[src/hw/scb_pkg.sv]
// Package for the slot circuit breaker controller: shared constants and types.
// Assumes a single 10 MHz clock and no software-visible registers.
package scb_pkg;
  // ==========================================================
  // Timing
  // ==========================================================
  // Clock rate in kHz.
  localparam int unsigned CLK_KHZ          = 10000;
  // Default filter delay in microseconds.
  localparam int unsigned FILTER_DELAY_US  = 1000;
  // Filter delay in clock cycles, rounded down as a longest time.
  localparam int unsigned FILTER_DELAY_CYC = (FILTER_DELAY_US * CLK_KHZ) / 1000;
  // Width of the filter counters.
  localparam int unsigned FILT_W           = 24;
  // Number of slots served.
  localparam int unsigned NUM_SLOTS        = 2;
  // Number of main rails per slot (12 V and 3.3 V).
  localparam int unsigned NUM_MAIN         = 2;

  // ==========================================================
  // Slot state
  // ==========================================================
  // Main path state.
  typedef enum logic [1:0] {
    SCB_MAIN_OFF     = 2'b00,
    SCB_MAIN_ON      = 2'b01,
    SCB_MAIN_TRIPPED = 2'b10
  } scb_main_e;
endpackage

[src/hw/scb_filter_if.sv]
// Interface between the slot controller and the filter delay counter.
// Assumes both ends run on the same clock.
`timescale 1ns/100ps
`default_nettype none
interface scb_filter_if;
  // Overcurrent event present.
  logic event_on;
  // Filter delay has expired.
  logic expired;
  // Controller side.
  modport ctrl (output event_on, input expired);
  // Counter side.
  modport cnt  (input event_on, output expired);
endinterface
`default_nettype wire

[src/hw/scb_filter_counter.sv]
// Filter delay counter: counts while an overcurrent event stands.
// Assumes the event input is synchronous to mclk.
`timescale 1ns/100ps
`default_nettype none
module scb_filter_counter #(
  parameter int unsigned DELAY = scb_pkg::FILTER_DELAY_CYC
) (
  input  wire logic   mclk,
  input  wire logic   rst_n,
  scb_filter_if.cnt   filt
);
  import scb_pkg::*;

  // Elapsed count.
  logic [FILT_W-1:0] count_q, count_d;
  // Expiry flag.
  logic              exp_q, exp_d;

  // ==========================================================
  // Counter
  // ==========================================================
  // Counts up while the event stands and clears when it drops.
  always_comb begin
    count_d = '0;
    exp_d   = 1'b0;
    if (filt.event_on) begin // see [RQ16]
      if (count_q >= FILT_W'(DELAY - 1)) begin
        count_d = count_q;
        exp_d   = 1'b1;
      end else begin
        count_d = count_q + 1'b1;
      end
    end
  end

  // Registers the counter state.
  always_ff @(posedge mclk or negedge rst_n) begin
    if (!rst_n) begin
      count_q <= '0;
      exp_q   <= 1'b0;
    end else begin
      count_q <= count_d;
      exp_q   <= exp_d;
    end
  end

  assign filt.expired = exp_q;
endmodule
`default_nettype wire

[src/hw/scb_slot_breaker.sv]
// Dual-slot circuit breaker and fault reporting logic.
// Assumes comparator outputs and host enables are synchronous to mclk.
// The host sees only enables, fault pins, power-good, standby and the interrupt; there are no registers.
//
// Notes on behaviour
// [RQ1] Sustained limit overcurrent trips main rails only.
// [RQ2] Fast-trip threshold shuts main outputs immediately.
// [RQ3] Main undervoltage trips only while mains enabled.
// [RQ4] Aux trip after filter; drops aux and mains.
// [RQ5] Host re-arms by toggling the faulted enable.
// [RQ6] Trip raises matching fault and shared interrupt.
// [RQ7] Interrupt clears only on enable falling edge.
// [RQ8] Current regulation during start-up starts filter timer.
// [RQ9] Power-good flag set after threshold, current below limit.
// [RQ10] Switched-off slot outputs get discharge paths.
// [RQ11] Standby whenever a main input is low.
// [RQ12] Aux output follows aux enable, ignores main supply.
// [RQ13] Main undervoltage with enable high reports fault.
// [RQ14] Each slot has its own filter delay.
// [RQ15] Mains enable on enable rise with card retained.
// [RQ16] Filter delay is a clearing cycle counter.
`timescale 1ns/100ps
`default_nettype none
module scb_slot_breaker #(
  parameter int unsigned FILTER_DELAY_A = scb_pkg::FILTER_DELAY_CYC,
  parameter int unsigned FILTER_DELAY_B = scb_pkg::FILTER_DELAY_CYC
) (
  input  wire logic                          mclk,
  input  wire logic                          rst_n,
  input  wire logic [scb_pkg::NUM_SLOTS-1:0] main_enable_in,
  input  wire logic [scb_pkg::NUM_SLOTS-1:0] aux_enable_in,
  input  wire logic [scb_pkg::NUM_SLOTS-1:0] card_retained_n,
  input  wire logic [scb_pkg::NUM_SLOTS-1:0] main_12v_uvlo_ok,
  input  wire logic [scb_pkg::NUM_SLOTS-1:0] main_3v_uvlo_ok,
  input  wire logic [scb_pkg::NUM_SLOTS-1:0] standby_supply,
  input  wire logic [3:0]                    limit_threshold,
  input  wire logic [3:0]                    fast_trip_threshold,
  input  wire logic [3:0]                    main_above_pg,
  input  wire logic [scb_pkg::NUM_SLOTS-1:0] aux_over_limit,
  output logic      [3:0]                    main_gate_on,
  output logic      [scb_pkg::NUM_SLOTS-1:0] aux_rail_out,
  output logic      [3:0]                    main_discharge,
  output logic      [scb_pkg::NUM_SLOTS-1:0] aux_discharge,
  output logic      [3:0]                    main_power_good,
  output logic      [scb_pkg::NUM_SLOTS-1:0] fault_main_n,
  output logic      [scb_pkg::NUM_SLOTS-1:0] fault_aux_n,
  output logic                               int_n,
  output logic                               standby_mode
);
  import scb_pkg::*;

  // ==========================================================
  // Edge detection of host enables
  // ==========================================================
  // Previous enable levels for edge detection.
  logic [NUM_SLOTS-1:0] mainEnPrev_q, mainEnPrev_d;
  logic [NUM_SLOTS-1:0] auxEnPrev_q, auxEnPrev_d;
  // Rising and falling edge strobes.
  logic [NUM_SLOTS-1:0] mainRise, mainFall, auxFall;

  // Tracks the enables one cycle back.
  // History resets low, so an enable held high through reset counts as a rise.
  always_comb begin
    mainEnPrev_d = main_enable_in;
    auxEnPrev_d  = aux_enable_in;
  end

  // Registers the enable history.
  always_ff @(posedge mclk or negedge rst_n) begin
    if (!rst_n) begin
      mainEnPrev_q <= '0;
      auxEnPrev_q  <= '0;
    end else begin
      mainEnPrev_q <= mainEnPrev_d;
      auxEnPrev_q  <= auxEnPrev_d;
    end
  end

  // Strobes last one cycle and are read only by the next-state logic below.
  assign mainRise = main_enable_in & ~mainEnPrev_q;
  assign mainFall = ~main_enable_in & mainEnPrev_q;
  assign auxFall  = ~aux_enable_in & auxEnPrev_q;

  // ==========================================================
  // Standby detection
  // ==========================================================
  // Either main input below its lockout forces standby.
  // The level is shared: one low main input puts the whole device in standby.
  logic [NUM_SLOTS-1:0] mainSupplyOk;
  assign mainSupplyOk = main_12v_uvlo_ok & main_3v_uvlo_ok;

  // ==========================================================
  // Per-slot filter counters
  // ==========================================================
  // Main and aux counters of a slot share its delay, but never its count.
  // Expiry of each main and aux filter counter.
  logic [NUM_SLOTS-1:0] mainFiltExp, auxFiltExp;
  // Event requests into the counters.
  logic [NUM_SLOTS-1:0] mainFiltEvt, auxFiltEvt;

  genvar s;
  generate
    for (s = 0; s < NUM_SLOTS; s++) begin : g_filt
      scb_filter_if mainIf ();
      scb_filter_if auxIf ();
      // Each slot gets its own delay setting.
      localparam int unsigned DLY = (s == 0) ? FILTER_DELAY_A : FILTER_DELAY_B; // see [RQ14]
      assign mainIf.event_on = mainFiltEvt[s];
      assign auxIf.event_on  = auxFiltEvt[s];
      assign mainFiltExp[s]  = mainIf.expired;
      assign auxFiltExp[s]   = auxIf.expired;
      // Main counter: limit overcurrent on either main rail of the slot.
      scb_filter_counter #(.DELAY(DLY)) u_main_filt (
        .mclk  (mclk),
        .rst_n (rst_n),
        .filt  (mainIf.cnt)
      );
      // Aux counter: aux rail held in current regulation.
      scb_filter_counter #(.DELAY(DLY)) u_aux_filt (
        .mclk  (mclk),
        .rst_n (rst_n),
        .filt  (auxIf.cnt)
      );
    end
  endgenerate

  // ==========================================================
  // Slot state machines and flags
  // ==========================================================
  // Main path state per slot.
  scb_main_e [NUM_SLOTS-1:0] mainSt_q, mainSt_d;
  // Aux rail on and latched-off flags.
  logic [NUM_SLOTS-1:0]      auxOn_q, auxOn_d;
  logic [NUM_SLOTS-1:0]      auxTrip_q, auxTrip_d;
  // Fault flags, active high internally.
  logic [NUM_SLOTS-1:0]      fMain_q, fMain_d;
  logic [NUM_SLOTS-1:0]      fAux_q, fAux_d;
  // Shared interrupt pending per slot.
  logic [NUM_SLOTS-1:0]      intPend_q, intPend_d;
  // Power-good flags per main rail.
  logic [3:0]                pg_q, pg_d;
  // Registered outputs.
  logic [3:0]                gate_q, gate_d;
  logic [NUM_SLOTS-1:0]      auxOut_q, auxOut_d;
  logic                      stby_q, stby_d;

  // Next-state logic for both slots.
  // Order matters: clears first, then sequencing, then trips last.
  // The temporaries below are reused on each pass of the slot loop.
  always_comb begin
    logic mainOn, limitAny, fastAny, uvTrip, mainTrip, auxTripNow;
    mainOn     = 1'b0;
    limitAny   = 1'b0;
    fastAny    = 1'b0;
    uvTrip     = 1'b0;
    mainTrip   = 1'b0;
    auxTripNow = 1'b0;
    mainSt_d   = mainSt_q;
    auxOn_d    = auxOn_q;
    auxTrip_d  = auxTrip_q;
    fMain_d    = fMain_q;
    fAux_d     = fAux_q;
    intPend_d  = intPend_q;
    pg_d       = pg_q;
    mainFiltEvt = '0;
    auxFiltEvt  = '0;
    gate_d      = '0;
    stby_d     = ~(&mainSupplyOk); // see [RQ11]
    for (int i = 0; i < NUM_SLOTS; i++) begin
      mainOn   = (mainSt_q[i] == SCB_MAIN_ON);
      limitAny = |limit_threshold[2*i +: 2];
      fastAny  = |fast_trip_threshold[2*i +: 2];
      // Limit current, including start-up regulation, runs the filter.
      mainFiltEvt[i] = mainOn & limitAny; // see [RQ8]
      // Aux regulates into a fault; only the timer ends it.
      auxFiltEvt[i]  = auxOn_q[i] & aux_over_limit[i];
      uvTrip     = mainOn & ~mainSupplyOk[i]; // see [RQ3]
      mainTrip   = mainOn & (mainFiltExp[i] | fastAny | uvTrip); // see [RQ1] see [RQ2]
      auxTripNow = auxOn_q[i] & auxFiltExp[i]; // see [RQ4]

      // Clears happen first so that a same-cycle trip wins.
      if (mainFall[i] || auxFall[i]) begin
        intPend_d[i] = 1'b0; // see [RQ7]
      end
      if (mainFall[i]) begin
        fMain_d[i] = 1'b0;
        if (mainSt_q[i] == SCB_MAIN_TRIPPED) begin
          mainSt_d[i] = SCB_MAIN_OFF; // see [RQ5]
        end
      end
      if (auxFall[i]) begin
        fAux_d[i]    = 1'b0;
        auxTrip_d[i] = 1'b0;
      end

      // Main path sequencing.
      unique case (mainSt_q[i])
        SCB_MAIN_OFF: begin
          // A rise is refused without a retained card, a good supply, or with aux latched.
          if (mainRise[i] && !card_retained_n[i] && mainSupplyOk[i] && !auxTrip_q[i]) begin
            mainSt_d[i] = SCB_MAIN_ON; // see [RQ15]
          end
        end
        SCB_MAIN_ON: begin
          // Dropping the enable or removing the card turns the mains off.
          if (!main_enable_in[i] || card_retained_n[i]) begin
            mainSt_d[i] = SCB_MAIN_OFF;
          end
        end
        SCB_MAIN_TRIPPED: begin
          // Held until the enable falls; the clear above then moves it to off.
        end
        default: begin
          // Unused code: recover to off.
          mainSt_d[i] = SCB_MAIN_OFF;
        end
      endcase

      // Aux rail follows its enable, card, standby supply and trip latch, not the main supply.
      if (auxTrip_q[i] || !aux_enable_in[i] || card_retained_n[i] || !standby_supply[i]) begin
        auxOn_d[i] = 1'b0; // see [RQ12]
      end else begin
        // Level control: aux returns once every blocking condition has gone.
        auxOn_d[i] = 1'b1;
      end

      // Trips override everything above.
      if (mainTrip) begin
        mainSt_d[i]  = SCB_MAIN_TRIPPED;
        fMain_d[i]   = 1'b1; // see [RQ6] see [RQ13]
        intPend_d[i] = 1'b1;
      end
      if (auxTripNow) begin
        auxTrip_d[i] = 1'b1;
        auxOn_d[i]   = 1'b0;
        // Mains go off without a main fault; a new rise is needed to restart.
        mainSt_d[i]  = (mainSt_d[i] == SCB_MAIN_ON) ? SCB_MAIN_OFF : mainSt_d[i];
        fAux_d[i]    = 1'b1; // see [RQ6]
        intPend_d[i] = 1'b1;
      end

      // Power good once above threshold and out of limit.
      for (int r = 0; r < NUM_MAIN; r++) begin
        if (mainSt_d[i] != SCB_MAIN_ON) begin
          pg_d[2*i+r] = 1'b0;
        end else if (main_above_pg[2*i+r] && !limit_threshold[2*i+r]) begin
          pg_d[2*i+r] = 1'b1; // see [RQ9]
        end
      end
    end
    // Both main rails of a slot share one state, so both gates move together.
    for (int i = 0; i < NUM_SLOTS; i++) begin
      gate_d[2*i]   = (mainSt_d[i] == SCB_MAIN_ON);
      gate_d[2*i+1] = (mainSt_d[i] == SCB_MAIN_ON);
    end
    auxOut_d = auxOn_d;
  end

  // Registers slot state and outputs.
  // Reset leaves every rail off and every fault flag clear.
  // Standby reads as set until the supply flags have been sampled.
  always_ff @(posedge mclk or negedge rst_n) begin
    if (!rst_n) begin
      mainSt_q  <= '{default: SCB_MAIN_OFF};
      auxOn_q   <= '0;
      auxTrip_q <= '0;
      fMain_q   <= '0;
      fAux_q    <= '0;
      intPend_q <= '0;
      pg_q      <= '0;
      gate_q    <= '0;
      auxOut_q  <= '0;
      stby_q    <= 1'b1;
    end else begin
      mainSt_q  <= mainSt_d;
      auxOn_q   <= auxOn_d;
      auxTrip_q <= auxTrip_d;
      fMain_q   <= fMain_d;
      fAux_q    <= fAux_d;
      intPend_q <= intPend_d;
      pg_q      <= pg_d;
      gate_q    <= gate_d;
      auxOut_q  <= auxOut_d;
      stby_q    <= stby_d;
    end
  end

  // ==========================================================
  // Outputs
  // ==========================================================
  // Off rails get a discharge path.
  // Fault and interrupt pins are active low; the flags are kept active high.
  // The interrupt stands while any slot has a trip not yet acknowledged.
  assign main_gate_on    = gate_q;
  assign main_discharge  = ~gate_q; // see [RQ10]
  assign aux_rail_out    = auxOut_q;
  assign aux_discharge   = ~auxOut_q; // see [RQ10]
  assign main_power_good = pg_q;
  assign fault_main_n    = ~fMain_q;
  assign fault_aux_n     = ~fAux_q;
  assign int_n           = ~(|intPend_q);
  assign standby_mode    = stby_q;
endmodule
`default_nettype wire

[config.mk]
export PLATFORM = sky130hd
export DESIGN_NAME = scb_slot_breaker
export DESIGN_NICKNAME = d
export VERILOG_FILES = /design/src/hw/scb_pkg.sv /design/src/hw/scb_filter_if.sv /design/src/hw/scb_filter_counter.sv /design/src/hw/scb_slot_breaker.sv
export SDC_FILE = /design/constraint.sdc
export NUM_CORES = 1
export LEC_CHECK = 0
export ABC_AREA = 1
export BUFFER_PORTS_ARGS = -buffer_cell sky130_fd_sc_hd__buf_2
export CAP_MARGIN = 10
export CORE_UTILIZATION = 40
export CTS_BUF_LIST = sky130_fd_sc_hd__clkbuf_4
export DETAILED_ROUTE_END_ITERATION = 12
export SYNTH_ARGS = -nofsm -noshare
export SYNTH_HDL_FRONTEND = slang
export SYNTH_SLANG_ARGS = --single-unit
[constraint.sdc]
create_clock -name mclk -period 2.1 [get_ports mclk]
set_input_delay 0.42 -clock mclk [delete_from_list [all_inputs] [get_ports mclk]]
set_output_delay 0.42 -clock mclk [all_outputs]
set_load 0.005 [all_outputs]
==> metrics.cfg, run 1 <==
[floorplanning]
die_area_sq_mm = 0.01697
ioPinCount = 50
dieWidth_um = 130.3
rows = 46
fp.dieH_um = 130.3
coreArea_sq_mm = 0.01600
start_util = 0.4112

[logic_synthesis]
synthCells = 896
synthDistinctLibCells = 33
syn_nets = 928
synth_area_leader_cell = dfrtp_1
synth.cell_area_sq_mm = 0.006580
yosysTopAreaCellShare = 0.4640
yosysSeqAreaShare = 0.4680
syn_area_per_cell_sq_um = 7.344
ys_top_cells_by_area = dfrtp_1, nand2_1, nand3_1, nor2_1, inv_1
yosysWarnings = 0
synth_seq_cells = 123

[critical_path]
crit_type = flip-flop to flip-flop
worst_setup_path_start_kind = flip-flop
cp-end-kind = flip-flop
worstPathArrival_ps = 2220
path_max_fanout = 13
crit_required_ps = 2570
rrSetupSlack_ps = 350

[sta]
relSlewSlack = 0.5352
period_needed_ps = 1754
finalHoldViolations = 0
fin_skew_ps = 12.89
rsz0062_at_grt = false
tns_ps = 0
fmax_mhz = 570.2
fin_crit_sh = 0.8351
tightestPinTransition_ps = 697.2
setup-violations-final = 0
drv_slew = 0

[pwr]
power_frac_comb = 0.044
ir_drop_mv = 0.3745
p_per_area_mw_per_mm2 = 540.6
netSwitchingFraction = 0.2635
leakagePower_nw = 3.760
pwr-share-clk = 0.347
seqPwrFrac = 0.609
p_sw_mw = 1.040
p_int_mw = 2.906

[clock_tree]
clock_latency_ps = 540
clk_pin_slew_worst_paths_ps = 110
clock-sinks = 123
tritoncts = built
cts-root-buf = clkbuf_4
cts_made_buffers = 17
htreeDepth = 4
post_cts_buffers = 0
cts_buffer_depth = 2

[finish]
layout.nets = 990
final_util = 0.4562
area_growth_pct = 10.93
n_fill_cell = 1672
design_area_sq_mm = 0.007300
final_cell_mix = nand2_1, nor2_1, nand3_1, dfrtp_1, inv_1
drive_above_1_share = 0.1164
final_common_cell = nand2_1

[global_route]
grt_overflow_total = 0
grt_pass1_vias = 5026
grt_pass1_wl_um = 23600
antenna_found_initial = 1
grt_start_max_net_pins = 124
groute.usage.overall = 0.1781

[routing]
dr.pass1.iters = 4
wl_um = 13810
wl_per_cell_um = 11.62
drc = 0
vias_per_cell = 4.618
drtAntennaViolNets = 0
drtIter0Drc = 415
via_count = 5486

[job]
drv_cap = 0

[place]
place_area_sq_mm = 0.007029
gp_congestion = 0.7955
dp_hpwl_um = 9424
numPortBuffers = 49

[worst_hold_path]
min-delay-path-class = primary input to flip-flop

[status]
status = finished clean

[metrics by stage]
step / instances / power, mW / setup slack (ps) / hold slack [ps]
5_1_grt: 1188 / 4.142 / 161.4 / 27.29
6_report: 1188 / 3.946 / 346.2 / 55.96
3_5_place_dp: 1150 / 2.620 / 377.7 / 442.4
3_3_place_gp: 1150 / 2.619 / 397.3 / 448.7
2_1_floorplan: 896 / 2.504 / 613.7 / 124.4
4_1_cts: 1187 / 4.021 / 335.0 / 12.81
[worst max-delay path: stages (launching register included)]
cell and delay [ps]:
dfrtp_1 460, ha_1 280, nand3_1 150, nand3_1 100, nand3_1 80, nand2_1 390, nand3_1 140, nand2_1 90
[path summary, 6_finish.rpt]
path,startpoint,endpoint,cells past startpoint
min in group asynchronous,rst_n,g_filt[0].u_main_filt.count_q[6]$_DFFE_PN0N_,3
min reg2reg,fAux_q[0]$_DFFE_PN0P_,aux_rail_out[0]$_DFF_PN0_,1
min,main_12v_uvlo_ok[1],standby_mode$_DFF_PN1_,2
max,g_filt[1].u_aux_filt.count_q[0]$_DFFE_PN0N_,g_filt[1].u_aux_filt.count_q[10]$_DFFE_PN0N_,7
max reg2reg,g_filt[1].u_aux_filt.count_q[0]$_DFFE_PN0N_,g_filt[1].u_aux_filt.count_q[10]$_DFFE_PN0N_,7
max in group asynchronous,rst_n,g_filt[1].u_aux_filt.count_q[8]$_DFFE_PN0N_,3
[synth_stat cells (all sizes together)]
| library cell | number |
|---|---|
| a2111oi | 1 |
| a21o | 4 |
| a21oi | 9 |
| and3 | 1 |
| buf | 19 |
| clkbuf | 4 |
| clkinv | 3 |
| dfrtp | 122 |
| dfstp | 1 |
| ha | 4 |
| inv | 120 |
| nand2 | 241 |
| nand3 | 137 |
| nand3b | 10 |
| nand4 | 18 |
| nor2 | 171 |
| nor3 | 3 |
| nor4 | 1 |
| o211ai | 2 |
| o21ai | 5 |
| o31ai | 1 |
| xnor2 | 2 |
| xor2 | 17 |
[sequential cells by signal, indices dropped and copies added, names as in the netlist]
register                         flops
mainEnPrev_q                         2
g_filt.u_aux_filt.count_q           48
fAux_q                               2
g_filt.u_aux_filt.filt.expired       2
mainSt_q                             4
auxEnPrev_q                          2
g_filt.u_main_filt.filt.expired      2
main_gate_on                         2
aux_rail_out                         2
main_power_good                      4
standby_mode                         1
intPend_q                            2
fMain_q                              2
g_filt.u_main_filt.count_q          48
[cell type report]
cell class / count / area, sq um / area share
tap: 216 / 270.3 / 0.03702
multi-input combinational: 627 / 2868 / 0.3929
antenna: 1 / 2.502 / 0.0003428
inverter: 123 / 461.7 / 0.06325
clock inverter: 14 / 82.58 / 0.01131
sequential: 123 / 3079 / 0.4218
clock buffer: 18 / 135.1 / 0.01851
timing repair buffer: 66 / 400.4 / 0.05485
[per-layer routing]
metal / track usage / vias to the layer above / wire length (um)
met3: 0.04264 / 11 / 505
met5: 0 / - / 0
met2: 0.2850 / 84 / 6256
li1: - / 2916 / -
met4: 0.05198 / 0 / 125
met1: 0.2395 / 2475 / 6921
[what timing repair did]
action                     4_1_cts  5_1_grt
hold endpoints to repair       102        0
setup endpoints to repair        0        0
hold buffers                     5        0
resized for setup                0        0
[cell families (layout without fill, tap and decap cells)]
kind of cell,count (synthesis),count (layout),share of synthesized area
xor+xnor,19,19,0.02529
compound gates,22,22,0.01996
simple gates,582,582,0.3830
flops,123,123,0.4680
other cells,0,1,0
buf+inv,146,221,0.09621
fa+ha+maj,4,4,0.007606
[power groups by stage]
| stage | combinational, mW | sequential, mW | clock [mW] |
|---|---|---|---|
| floorplan | 0.0587 | 2.44 | 0 |
| finish | 0.173 | 2.40 | 1.37 |
| global route | 0.202 | 2.41 | 1.53 |
| detailed placement | 0.172 | 2.45 | 0 |
| global placement | 0.171 | 2.45 | 0 |
| CTS | 0.179 | 2.40 | 1.44 |
No activity file was read; power rests on OpenSTA's default activity.
==> run 2, diff against run 1 <==
Clock period 2.1 ns to 1.41 ns, I/O delays scaled along.
==> run 2 against run 1 <==
Against the previous run:
- the run now ends with setup timing left
- design area up 23%
- critical endpoint is now standby_mode
- clock skew up 3.0 ps
- largest cell class is now multi-input gates
- highest routed layer unchanged
- first-iteration DRC count down 14%
- hold slack worse by 18 ps
- critical path depth down 6
- critical path type is now flip-flop to output port
- via count up 10%
- worst setup slack worse by 440 ps
- register-to-register slack worse by 440 ps
- cell count up 8.6%
- combinational power up 88%
- global-route usage up 1.1 points
- sequential power up 49%
==> metrics.cfg, run 2 (same netlist as run 1, synthesis figures left out) <==
[sta]
rsz0062_at_grt = true
tightestPinTransition_ps = 330.7
relSlewSlack = 0.7739
fmax_mhz = 666.5
finalWorstSetupSlack_ps = -90.33
drv_slew = 0
fin_skew_ps = 15.88
fin_crit_sh = 1.064
setup-violations-final = 23
period_needed_ps = 1500
finalHoldViolations = 0

[place]
dp_hpwl_um = 10150
post-place-ws_ps = -111.2
gp_congestion = 0.8113
numPortBuffers = 49
placed_cells = 1219

[floorplanning]
dieWidth_um = 130.3
coreArea_sq_mm = 0.01600
die_area_sq_mm = 0.01697
start_util = 0.4112
rows = 46
fp.dieH_um = 130.3
ioPinCount = 50

[job]
drv_cap = 0

[clock_tree]
htreeDepth = 4
tritoncts = built
clk_pin_slew_worst_paths_ps = 120
clock_latency_ps = 560
clock-sinks = 123
cts-root-buf = clkbuf_4
cts_buffer_depth = 2
cts_made_buffers = 17

[pwr]
ir_drop_mv = 0.7564
p_per_area_mw_per_mm2 = 753.9
leakagePower_nw = 4.419

[routing]
vias_per_cell = 4.679
wl_um = 15680
via_count = 6036
drc = 0
drtIter0Drc = 357
dr.pass1.iters = 4
wl_per_cell_um = 12.15
drtAntennaViolNets = 0

[finish]
area_growth_pct = 36.26
drive_above_1_share = 0.3184
fin_cells = 1290
reg_top3 = g_filt.u_aux_filt.count_q: 48 flops, g_filt.u_main_filt.count_q: 48 flops
final_cell_mix = nand2_1, nor2_1, dfrtp_1, inv_1, buf_4
layout.nets = 1093
final_common_cell = nand2_1
diodes = 0

[global_route]
antenna_found_initial = 0
grt_overflow_total = 0
grt_pass1_vias = 5378
groute.usage.overall = 0.1890
grt_pass1_wl_um = 25020
grt_start_max_net_pins = 40

[critical_path]
critPathTopFamily = flip-flops
cp-end-kind = output port
cp.depth = 1
worst_setup_path_start_kind = flip-flop
crit_type = flip-flop to output port
path_max_fanout = 1
cp_slowest_stage_delay_ps = 570
crit_chain = buf_6
crit_required_ps = 1130
worstPathArrival_ps = 1220
r2r_cells = 8
crit_buf_inv = 1
crit_slowest_cell = dfstp_2

[worst_hold_path]
min_path_cells = 3
min-delay-path-class = primary input to flip-flop

[status]
violations = setup timing
status = complete, but fails checks

[run 2: cell count changes in the layout (fill, tap and decap cells not counted), moves of 8 or more]
cell           before  now
buf_4              12   84
nand3_1           136   75
nand3_2             1   61
nor2_1            157  122
buf_6               0   21
nor2_2             12   31
nor2_4              2   18
nand2_1           236  222
nand2_2             3   15
inv_1             119  110
inv_2               1   10
dlygate4sd3_1       5   13
[run 2: final timing paths]
check / from / endpoint / slack (ps)
max in group asynchronous: rst_n / g_filt[1].u_aux_filt.count_q[12]$_DFFE_PN0N_ / 740
min in group asynchronous: rst_n / g_filt[0].u_main_filt.count_q[10]$_DFFE_PN0N_ / 150
worst max register to register: g_filt[1].u_main_filt.count_q[6]$_DFFE_PN0N_ / g_filt[1].u_main_filt.count_q[4]$_DFFE_PN0N_ / -90
worst min-delay path: main_above_pg[3] / main_power_good[3]$_DFFE_PN0P_ / 40
worst min register to register: g_filt[0].u_aux_filt.filt.expired$_DFF_PN0_ / aux_rail_out[0]$_DFF_PN0_ / 480
worst max-delay path: standby_mode$_DFF_PN1_ / standby_mode / -90
[run 2: worst reg2reg max path, cell delays in order (launching register included)]
cell,delay (ps)
dfrtp_1,450
nor2_1,170
nand2_1,120
nor2_4,150
nor2_4,50
nor2_4,190
clkbuf_16,190
nand3b_1,70
nand2_1,60
[run 2: power by group]
group          total, mW  internal, mW  switching [mW]
Clock               2.86          1.40            1.46
Combinational      0.326         0.133           0.193
Sequential          3.58          3.56          0.0215
Total               6.76          5.09            1.67
[run 2: final cells by class]
cell class / count / area (sq um)
flip-flops and latches: 123 / 3087
clock buffers: 17 / 127.6
repair buffers: 168 / 1358
inverters: 123 / 465.4
fillers: 1497 / 7034
clock inverters: 15 / 197.7
multi-input cells: 628 / 3461
well taps: 216 / 270.3
[run 2: what timing repair did]
action | 4_1_cts | 5_1_grt
buffers inserted | 18 | 8
hold buffers | 13 | 0
hold endpoints to repair | 132 | 0
pin swaps | 19 | 76
endpoints found under the setup margin | 73 | 92
gates resized for setup | 28 | 143
gates cloned | 1 | 3
[run 2: per-layer routing]
metal / track usage / vias to the layer above / wire (um) / part of all wire
met4: 0.06430 / 0 / 196 / 0.013
met5: 0 / - / 0 / 0
met2: 0.3004 / 76 / 7525 / 0.48
met3: 0.04100 / 19 / 475 / 0.030
met1: 0.2551 / 2815 / 7480 / 0.48
li1: - / 3126 / - / -
[run 2: stage by stage]
stage / util / TNS (ps) / hold slack [ps] / instance area, sq um / total power, mW
final: 0.5604 / -1057 / 37.76 / 8966 / 6.760
after CTS: 0.5232 / -1645 / 1.535 / 8372 / 6.834
after global placement: 0.4785 / -1010 / 176.5 / 7656 / 3.924
after floorplan: - / 0 / -13.59 / 6610 / 3.730
after global routing: 0.5604 / -4975 / 21.73 / 8966 / 7.038
after detailed placement: 0.4785 / -1026 / 179.8 / 7656 / 3.925
